**src/rtl/irb_pkg.sv**
```systemverilog
// Purpose: constants and types for the indexed/relative/bit address generator
// Assumes: 16-bit address, 8-bit data, 50 MHz core clock
// Notes: tags below mark where each rule is carried out
// Function
// (RULE1) short-offset indexed: address = index + offset byte, pc advances two
// (RULE2) short-offset indexed: high byte is the carry, low byte the 8-bit sum
// (RULE3) long-offset indexed: low = index + byte two, high = byte one + carry, pc+3
// (RULE4) relative addressing serves only branch instructions
// (RULE5) branch adds signed displacement only when condition holds; else next instruction
// (RULE6) bit set/clear: bit from opcode, zero-page address, modify one bit, pc+2
// (RULE7) bit test branch: test selected bit/polarity; taken pc+3+disp else pc+3
// (RULE8) bit test branch copies tested bit into carry, taken or not
package irb_pkg;
  localparam int unsigned IRB_AW = 16;
  localparam int unsigned IRB_DW = 8;
  localparam logic [15:0] IRB_PC_RESET = 16'h0000;
  localparam logic [15:0] IRB_ADDR_RESET = 16'h0000;
  localparam logic [7:0]  IRB_BYTE_RESET = 8'h00;
  localparam logic [15:0] IRB_STEP_TWO = 16'h0002;
  localparam logic [15:0] IRB_STEP_THREE = 16'h0003;
  typedef enum logic [2:0] {
    IRB_OP_IX1,
    IRB_OP_IX2,
    IRB_OP_REL,
    IRB_OP_BSC,
    IRB_OP_BTB
  } irb_op_e;
endpackage : irb_pkg

```
**src/rtl/irb_addr_gen.sv**
```systemverilog
// Purpose: operand address and program counter update for later addressing modes
// Assumes: decoder presents opcode fields and fetched bytes with a one-cycle strobe
// Notes: results appear one cycle after start_in
`timescale 1ns/10ps
module irb_addr_gen
  import irb_pkg::*;
#(
  parameter int unsigned ADDR_W = IRB_AW,
  parameter int unsigned DATA_W = IRB_DW
)
(
  // clock and reset
  input  wire logic        clk_in,
  input  wire logic        rstn_in,
  // request from decode
  input  wire logic        start_in,
  input  wire irb_op_e     mode_in,
  input  wire logic [15:0] pc_in,
  input  wire logic [7:0]  index_in,
  input  wire logic [7:0]  byte1_in,
  input  wire logic [7:0]  byte2_in,
  input  wire logic        cond_in,
  input  wire logic [2:0]  bit_sel_in,
  input  wire logic        bit_pol_in,
  input  wire logic [7:0]  mem_data_in,
  // results
  output logic             done_out,
  output logic [15:0]      operand_address_out,
  output logic [15:0]      test_byte_address_out,
  output logic [15:0]      branch_target_address_out,
  output logic [15:0]      pc_next_out,
  output logic [7:0]       bit_mask_out,
  output logic [7:0]       write_data_out,
  output logic             carry_we_out,
  output logic             carry_out,
  output logic             illegal_out
);
  logic [15:0] ix1_a;
  logic [15:0] ix2_a;
  logic [15:0] rel_t;
  logic [15:0] btb_t;
  logic        tbit;
  logic [7:0]  mask;

  // geometry this datapath serves
  if (ADDR_W != IRB_AW || DATA_W != IRB_DW) begin : g_bad_geometry
    $error("irb_addr_gen: only 16-bit address and 8-bit data are supported");
  end

  // zero-page address from one operand byte
  function automatic logic [15:0] zero_page(input logic [7:0] low);
    return {8'h00, low};
  endfunction

  // mode codes this block knows
  function automatic logic mode_known(input irb_op_e m);
    case (m)
      IRB_OP_IX1, IRB_OP_IX2, IRB_OP_REL, IRB_OP_BSC, IRB_OP_BTB: mode_known = 1'b1;
      default: mode_known = 1'b0;
    endcase
  endfunction

  irb_alu u_alu (
    .index_in     (index_in),
    .byte1_in     (byte1_in),
    .byte2_in     (byte2_in),
    .pc_in        (pc_in),
    .ix1_addr_out (ix1_a),
    .ix2_addr_out (ix2_a),
    .rel_next_out (rel_t),
    .btb_next_out (btb_t)
  );

  for (genvar i = 0; i < 8; i++) begin : g_mask
    assign mask[i] = (bit_sel_in == 3'(i));
  end
  assign tbit = mem_data_in[bit_sel_in];

  always_ff @(posedge clk_in or negedge rstn_in) begin
    if (!rstn_in) begin
      done_out <= 1'b0;
    end else begin
      done_out <= start_in;
    end
  end

  always_ff @(posedge clk_in or negedge rstn_in) begin
    if (!rstn_in) begin
      operand_address_out       <= IRB_ADDR_RESET;
      test_byte_address_out     <= IRB_ADDR_RESET;
      branch_target_address_out <= IRB_ADDR_RESET;
      pc_next_out               <= IRB_PC_RESET;
      bit_mask_out              <= IRB_BYTE_RESET;
      write_data_out            <= IRB_BYTE_RESET;
    end else begin
      if (start_in) begin
        case (mode_in)
          IRB_OP_IX1: begin
            operand_address_out <= ix1_a;                     // RULE1
            pc_next_out         <= pc_in + IRB_STEP_TWO;      // RULE1
          end
          IRB_OP_IX2: begin
            operand_address_out <= ix2_a;                     // RULE3
            pc_next_out         <= pc_in + IRB_STEP_THREE;    // RULE3
          end
          IRB_OP_REL: begin
            branch_target_address_out <= rel_t;               // RULE4
            pc_next_out <= cond_in ? rel_t : pc_in + IRB_STEP_TWO; // RULE5
          end
          IRB_OP_BSC: begin
            operand_address_out <= zero_page(byte1_in);       // RULE6
            bit_mask_out        <= mask;
            write_data_out      <= bit_pol_in ? (mem_data_in | mask)
                                              : (mem_data_in & ~mask); // RULE6
            pc_next_out         <= pc_in + IRB_STEP_TWO;      // RULE6
          end
          IRB_OP_BTB: begin
            test_byte_address_out     <= zero_page(byte1_in); // RULE7
            branch_target_address_out <= btb_t;
            bit_mask_out              <= mask;
            pc_next_out <= (tbit == bit_pol_in) ? btb_t : pc_in + IRB_STEP_THREE; // RULE7
          end
          default: begin
            pc_next_out <= pc_next_out;
          end
        endcase
      end
    end
  end

  // carry copy for bit test and branch
  always_ff @(posedge clk_in or negedge rstn_in) begin
    if (!rstn_in) begin
      carry_we_out <= 1'b0;
      carry_out    <= 1'b0;
    end else begin
      carry_we_out <= start_in && (mode_in == IRB_OP_BTB);  // RULE8
      if (start_in && (mode_in == IRB_OP_BTB)) begin
        carry_out <= tbit;                                 // RULE8
      end
    end
  end

  // unknown mode code flag
  always_ff @(posedge clk_in or negedge rstn_in) begin
    if (!rstn_in) begin
      illegal_out <= 1'b0;
    end else begin
      illegal_out <= start_in && !mode_known(mode_in);
    end
  end

  // datapath and handshake checks
  a_ix1_pc: assert property (@(posedge clk_in) disable iff (!rstn_in) // RULE1
    start_in && mode_in == IRB_OP_IX1 |=> pc_next_out == $past(pc_in) + 16'h0002)
    else $error("ix1 pc step wrong");
  a_ix1_high: assert property (@(posedge clk_in) disable iff (!rstn_in) // RULE2
    start_in && mode_in == IRB_OP_IX1 |=>
      operand_address_out == {8'h00, $past(index_in)} + {8'h00, $past(byte1_in)})
    else $error("ix1 high byte wrong");
  a_ix2_pc: assert property (@(posedge clk_in) disable iff (!rstn_in) // RULE3
    start_in && mode_in == IRB_OP_IX2 |=> pc_next_out == $past(pc_in) + 16'h0003)
    else $error("ix2 pc step wrong");
  a_rel_fall: assert property (@(posedge clk_in) disable iff (!rstn_in) // RULE5
    start_in && mode_in == IRB_OP_REL && !cond_in |=> pc_next_out == $past(pc_in) + 16'h0002)
    else $error("untaken branch wrong");
  a_rel_take: assert property (@(posedge clk_in) disable iff (!rstn_in) // RULE5
    start_in && mode_in == IRB_OP_REL && cond_in |=>
      pc_next_out == $past(pc_in) + 16'h0002 + {{8{$past(byte1_in[7])}}, $past(byte1_in)})
    else $error("taken branch wrong");
  a_bsc_page: assert property (@(posedge clk_in) disable iff (!rstn_in) // RULE6
    start_in && mode_in == IRB_OP_BSC |=> operand_address_out == {8'h00, $past(byte1_in)})
    else $error("bit op not zero page");
  a_btb_page: assert property (@(posedge clk_in) disable iff (!rstn_in) // RULE7
    start_in && mode_in == IRB_OP_BTB |=> test_byte_address_out == {8'h00, $past(byte1_in)})
    else $error("bit test not zero page");
  a_btb_carry: assert property (@(posedge clk_in) disable iff (!rstn_in) // RULE8
    start_in && mode_in == IRB_OP_BTB |=> carry_we_out && carry_out == $past(tbit))
    else $error("carry not copied");
  a_ix2_addr: assert property (@(posedge clk_in) disable iff (!rstn_in) // RULE3
    start_in && mode_in == IRB_OP_IX2 |=>
      operand_address_out == {$past(byte1_in), $past(byte2_in)} + {8'h00, $past(index_in)})
    else $error("ix2 address wrong");
  a_rel_only: assert property (@(posedge clk_in) disable iff (!rstn_in) // RULE4
    !(start_in && (mode_in == IRB_OP_REL || mode_in == IRB_OP_BTB)) |=>
      $stable(branch_target_address_out))
    else $error("branch target moved outside a branch");
  a_bsc_keep: assert property (@(posedge clk_in) disable iff (!rstn_in) // RULE6
    start_in && mode_in == IRB_OP_BSC |=>
      ((write_data_out ^ $past(mem_data_in)) & ~bit_mask_out) == 8'h00)
    else $error("bit op touched other bits");
  a_bsc_bit: assert property (@(posedge clk_in) disable iff (!rstn_in) // RULE6
    start_in && mode_in == IRB_OP_BSC |=>
      (write_data_out & bit_mask_out) == ($past(bit_pol_in) ? bit_mask_out : 8'h00))
    else $error("bit op wrong value");
  a_mask_sel: assert property (@(posedge clk_in) disable iff (!rstn_in) // RULE6
    start_in && (mode_in == IRB_OP_BSC || mode_in == IRB_OP_BTB) |=>
      bit_mask_out == 8'h01 << $past(bit_sel_in))
    else $error("bit mask wrong");
  a_bsc_pc: assert property (@(posedge clk_in) disable iff (!rstn_in) // RULE6
    start_in && mode_in == IRB_OP_BSC |=> pc_next_out == $past(pc_in) + 16'h0002)
    else $error("bit op pc step wrong");
  a_btb_take: assert property (@(posedge clk_in) disable iff (!rstn_in) // RULE7
    start_in && mode_in == IRB_OP_BTB && tbit == bit_pol_in |=>
      pc_next_out == $past(pc_in) + 16'h0003 + {{8{$past(byte2_in[7])}}, $past(byte2_in)})
    else $error("bit test taken pc wrong");
  a_btb_fall: assert property (@(posedge clk_in) disable iff (!rstn_in) // RULE7
    start_in && mode_in == IRB_OP_BTB && tbit != bit_pol_in |=>
      pc_next_out == $past(pc_in) + 16'h0003)
    else $error("bit test untaken pc wrong");
  a_btb_target: assert property (@(posedge clk_in) disable iff (!rstn_in) // RULE7
    start_in && mode_in == IRB_OP_BTB |=> branch_target_address_out ==
      $past(pc_in) + 16'h0003 + {{8{$past(byte2_in[7])}}, $past(byte2_in)})
    else $error("bit test target wrong");
  a_done_pulse: assert property (@(posedge clk_in) disable iff (!rstn_in)
    done_out == $past(start_in))
    else $error("done not one cycle after start");
  a_carry_only: assert property (@(posedge clk_in) disable iff (!rstn_in) // RULE8
    !(start_in && mode_in == IRB_OP_BTB) |=> !carry_we_out)
    else $error("carry written outside bit test");
  a_illegal_flag: assert property (@(posedge clk_in) disable iff (!rstn_in)
    start_in && !mode_known(mode_in) |=> illegal_out && $stable(pc_next_out))
    else $error("unknown mode not flagged");

  // main scenarios
  c_ix2: cover property (@(posedge clk_in) start_in && mode_in == IRB_OP_IX2);
  c_rel: cover property (@(posedge clk_in) start_in && mode_in == IRB_OP_REL && cond_in);
  c_btb: cover property (@(posedge clk_in) start_in && mode_in == IRB_OP_BTB);
  c_ix1_carry: cover property (@(posedge clk_in)
    start_in && mode_in == IRB_OP_IX1 && index_in > ~byte1_in);
  c_btb_taken: cover property (@(posedge clk_in)
    start_in && mode_in == IRB_OP_BTB && tbit == bit_pol_in);
endmodule // irb_addr_gen

```
**src/rtl/irb_alu.sv**
```systemverilog
// Purpose: address arithmetic for the generator
// Assumes: combinational, same clock as caller
// Notes: outputs registered by the caller
`timescale 1ns/10ps
module irb_alu
  import irb_pkg::*;
(
  // operands
  input  wire logic [7:0]  index_in,
  input  wire logic [7:0]  byte1_in,
  input  wire logic [7:0]  byte2_in,
  input  wire logic [15:0] pc_in,
  // results
  output logic      [15:0] ix1_addr_out,
  output logic      [15:0] ix2_addr_out,
  output logic      [15:0] rel_next_out,
  output logic      [15:0] btb_next_out
);
  logic [8:0] sum1;
  logic [8:0] sum2;
  assign sum1 = {1'b0, index_in} + {1'b0, byte1_in};
  assign sum2 = {1'b0, index_in} + {1'b0, byte2_in};
  assign ix1_addr_out = {7'h00, sum1};                               // RULE2
  assign ix2_addr_out = {byte1_in + {7'h00, sum2[8]}, sum2[7:0]};    // RULE3
  // relative branch target from opcode address: pc+2+disp
  assign rel_next_out = pc_in + IRB_STEP_TWO + {{8{byte1_in[7]}}, byte1_in}; // RULE5
  assign btb_next_out = pc_in + IRB_STEP_THREE + {{8{byte2_in[7]}}, byte2_in}; // RULE7
endmodule // irb_alu

```
**config.mk**
```make
export PLATFORM = sky130hd
export DESIGN_NAME = irb_addr_gen
export DESIGN_NICKNAME = d
export VERILOG_FILES = /design/src/rtl/irb_pkg.sv /design/src/rtl/irb_addr_gen.sv /design/src/rtl/irb_alu.sv
export SDC_FILE = /design/constraint.sdc
export NUM_CORES = 1
export LEC_CHECK = 0
export ABC_AREA = 1
export BUFFER_PORTS_ARGS = -buffer_cell sky130_fd_sc_hd__buf_2
export CORE_MARGIN = 4
export CORE_UTILIZATION = 35
export DETAILED_ROUTE_END_ITERATION = 8
export HOLD_SLACK_MARGIN = 0.02
export SLEW_MARGIN = 20
export SYNTH_ARGS = -nofsm -noshare
export SYNTH_HDL_FRONTEND = slang
export SYNTH_SLANG_ARGS = --single-unit
```
**constraint.sdc**
```tcl
create_clock -name clk_in -period 2.35 [get_ports clk_in]
set_input_delay 0.235 -clock clk_in [delete_from_list [all_inputs] [get_ports clk_in]]
set_output_delay 0.235 -clock clk_in [all_outputs]
set_load 0.005 [all_outputs]
```
==> run summary <==
status -> completed
most frequent cell after synthesis -> nand2_1
Worst Tran Pin Value -> 553 ps
# nets final -> 1497
grt ovf -> 0
First-pass DRT Iterations -> 5
Final period util -> 99.6%
standard-cell rows -> 52
Hold EP -> done_out
CP required -> 2630 ps
Fillers -> 2031
root buf cell -> clkbuf_16
Die Ht -> 151 um
total track usage -> 23.4%
vias in the first global route -> 7917
Peak Freq -> 427 MHz
async set-reset flop share out of synthesis -> 100%
starting density of the core -> 35.5%
hpwl dp -> 21400 um
hold crit path type -> input pin to flip-flop
Hold Startpoint -> start_in
later-pin clock latency in the skew report -> 340 ps
full die area -> 0.0228 mm2
CTS tree -> built
Final min period -> 2340 ps
WL per Instance -> 16.5 um
Worst VDD drop -> 0.326 mV
1st-iter DRT viols -> 576
number of synthesized flops with an enable pin -> 0
Die Span X -> 151 um
power density cells -> 529 mW/mm2
crit path capture type -> flip-flop
clock skew -> 0 ps
Synth Warn # -> 0
r2r worst-path depth -> 3
I/O pin total -> 143
clk buf depth -> 2
Max Fanout on Critical Path -> 2
hold slack -> 85.9 ps
Max Transition Viols Final -> 0
WL final -> 27300 um
CP startpoint kind -> input pin
Yosys cell types -> 49
layout overhead on the synthesized area -> 46.0%
ratio of cells with drive above 1 in the final layout -> 35.4%
Power Total -> 5.53 mW
Leak -> 5.43 nW
r2r endpoint -> pc_next_out[6]
CTS sink cnt -> 76
post-synthesis average cell area -> 6.48 um2
Final Hold Vio Count -> 0
Num CTS Buffers -> 9
initial antenna violation count -> 0
post-synthesis sequential area ratio -> 26.6%
Setup-failing EPs final -> 0
Max Cap Violations -> 0
Antenna Nets Post-Route -> 0
first-pass GRT wire length -> 41300 um
Clock transition at path regs -> 70 ps
core area -> 0.0202 mm2
setup slack, reg-to-reg -> 1470 ps
routability cong. -> 0.997
Post-synth top cells -> nand2_1 (321), inv_1 (148), nor2_1 (104)
top post-synthesis cells by area -> dfrtp_1 (27%), nand2_1 (17%), ha_1 (8.9%), inv_1 (7.8%), nand3_1 (6.4%)
I/O Buffers -> 134
RR Startpoint -> pc_next_out[6]
Crit Path Class -> input pin to flip-flop
CP arrival -> 2620 ps
pin count of the biggest net entering global routing -> 35
FF+latch area -> 0.00190 mm2
Synth Register Bits -> 76
Yosys top cell by area -> dfrtp_1
vias per cell -> 5.00
multi-input gate area in the final layout -> 0.00537 mm2
Remaining DRCs -> 0
Vias -> 8286
H-tree Lvls -> 3
unrepaired setup endpoints after global routing -> yes
relative slew slack -> 63.1%
prevailing post-synth register cell -> dfrtp_1
Cells after Synth -> 1104
fraction of synthesized cell area taken by the top area cell type -> 26.6%
cell area after synthesis -> 0.00716 mm2
# diodes -> 0
hold path depth -> 1
==> placed cells by master, fill, tap and decap left out, types with 3 or more instances in the layout <==
cell type  instances
nand2_1          284
buf_4            154
inv_1            137
buf_2            127
nor2_1            86
nand3_1           77
dfrtp_1           76
a21oi_1           61
o21ai_0           57
nand2_2           36
ha_1              28
ha_4              23
nor2_2            17
o21ai_1           15
a21oi_2           14
nand3_2           14
xor2_2            13
inv_2             13
nand4_1           12
nor2_4            11
xor2_1            11
clkbuf_16          9
nand2_4            8
conb_1             8
o21ai_2            6
xnor2_1            6
xnor2_2            5
or2_2              5
nor3_1             5
o211ai_1           5
inv_4              4
buf_6              4
a21oi_4            3
a31oi_1            3
o21bai_1           3
o22ai_1            3
fa_1               3
clkinv_4           3
buf_12             3
==> worst max-delay path, cell delays in order <==
cell     delay [ps]
buf_8           100
ha_4            150
fa_2            350
a21oi_2         160
o21ai_2          90
nand2_2         100
a21oi_4          70
o21ai_2         140
nand2_1          70
a21o_1          230
ha_4            190
ha_4            150
nand2_2          50
inv_2            40
nand2_2          60
nor2_1           40
inv_1            90
nor2_2           50
xor2_1          130
o21ai_1         120
==> kinds of logic after synthesis <==
logic type      count (synthesis)  share of synthesized area, %
simple gates                  569                          34.0
buf+inv                       186                          11.0
compound gates                180                          13.7
flops                          76                          26.6
fa+ha+maj                      55                          10.0
xor+xnor                       37                          4.53
other cells                     1                        0.0524
==> state kept, by name, summed over array words and instances, names as in the netlist <==
name,count
done_out,1
branch_target_address_out,16
illegal_out,1
operand_address_out,16
bit_mask_out,8
carry_out,1
pc_next_out,16
carry_we_out,1
test_byte_address_out,8
write_data_out,8
==> worst max path at each step <==
stage                      from                       endpoint  slack [ps]  depth (start not counted)
finish              byte2_in[0]        operand_address_out[14]          10                         20
floorplan           index_in[0]        operand_address_out[14]         -50                         19
detailed placement     pc_in[1]                 pc_next_out[9]        -560                         22
CTS                    pc_in[1]                 pc_next_out[9]          -4                         19
global route        index_in[0]        operand_address_out[14]        -180                         20
global placement       pc_in[1]  branch_target_address_out[10]        -520                         17
==> cell type report <==
| class | instances | share of cell area [%] |
|---|---|---|
| Clock buffer | 10 | 2.19 |
| Clock inverter | 6 | 0.694 |
| Inverter | 155 | 5.73 |
| Multi-Input combinational cell | 849 | 51.3 |
| Sequential cell | 76 | 18.2 |
| Tap cell | 270 | 3.23 |
| Timing Repair Buffer | 292 | 18.6 |
==> per-stage QoR <==
stage                     utilization (%)  setup TNS [ps]  setup WS [ps]  std cells  area, um2
after floorplan                         -           -47.5          -47.5       1111       7200
after global placement               45.0          -10680           -520       1623       9070
after detailed placement             45.0          -12350           -561       1623       9070
after CTS                            47.6           -4.42          -4.42       1647       9610
after global routing                 51.8            -556           -176       1658      10500
final                                51.8               0           10.2       1658      10500
==> report_power, final <==
part	leakage (nW)	total (mW)	switching (mW)	internal [mW]
combinational	4.36	2.35	1.31	1.04
clock	0.143	1.47	0.632	0.834
sequential	0.928	1.71	0.142	1.57
==> routing by layer <==
layer  track usage (%)  vias to the layer above  routed length, um
met3              3.26                       52               1640
met2              37.5                      268              12700
met4              8.57                        0                850
met1              32.1                     3875              12200
li1                  -                     4091                  -
met5                 0                        -                  0
==> what timing repair did <==
action | in CTS | in global routing
endpoints found under the hold margin | 32 | 0
gates cloned | 0 | 0
buffers inserted | 7 | 11
hold buffers | 1 | 0
gates resized for setup | 33 | 171
setup endpoints to repair | 20 | 30
pin swaps | 17 | 68
No activity file was read; power rests on OpenSTA's default activity.
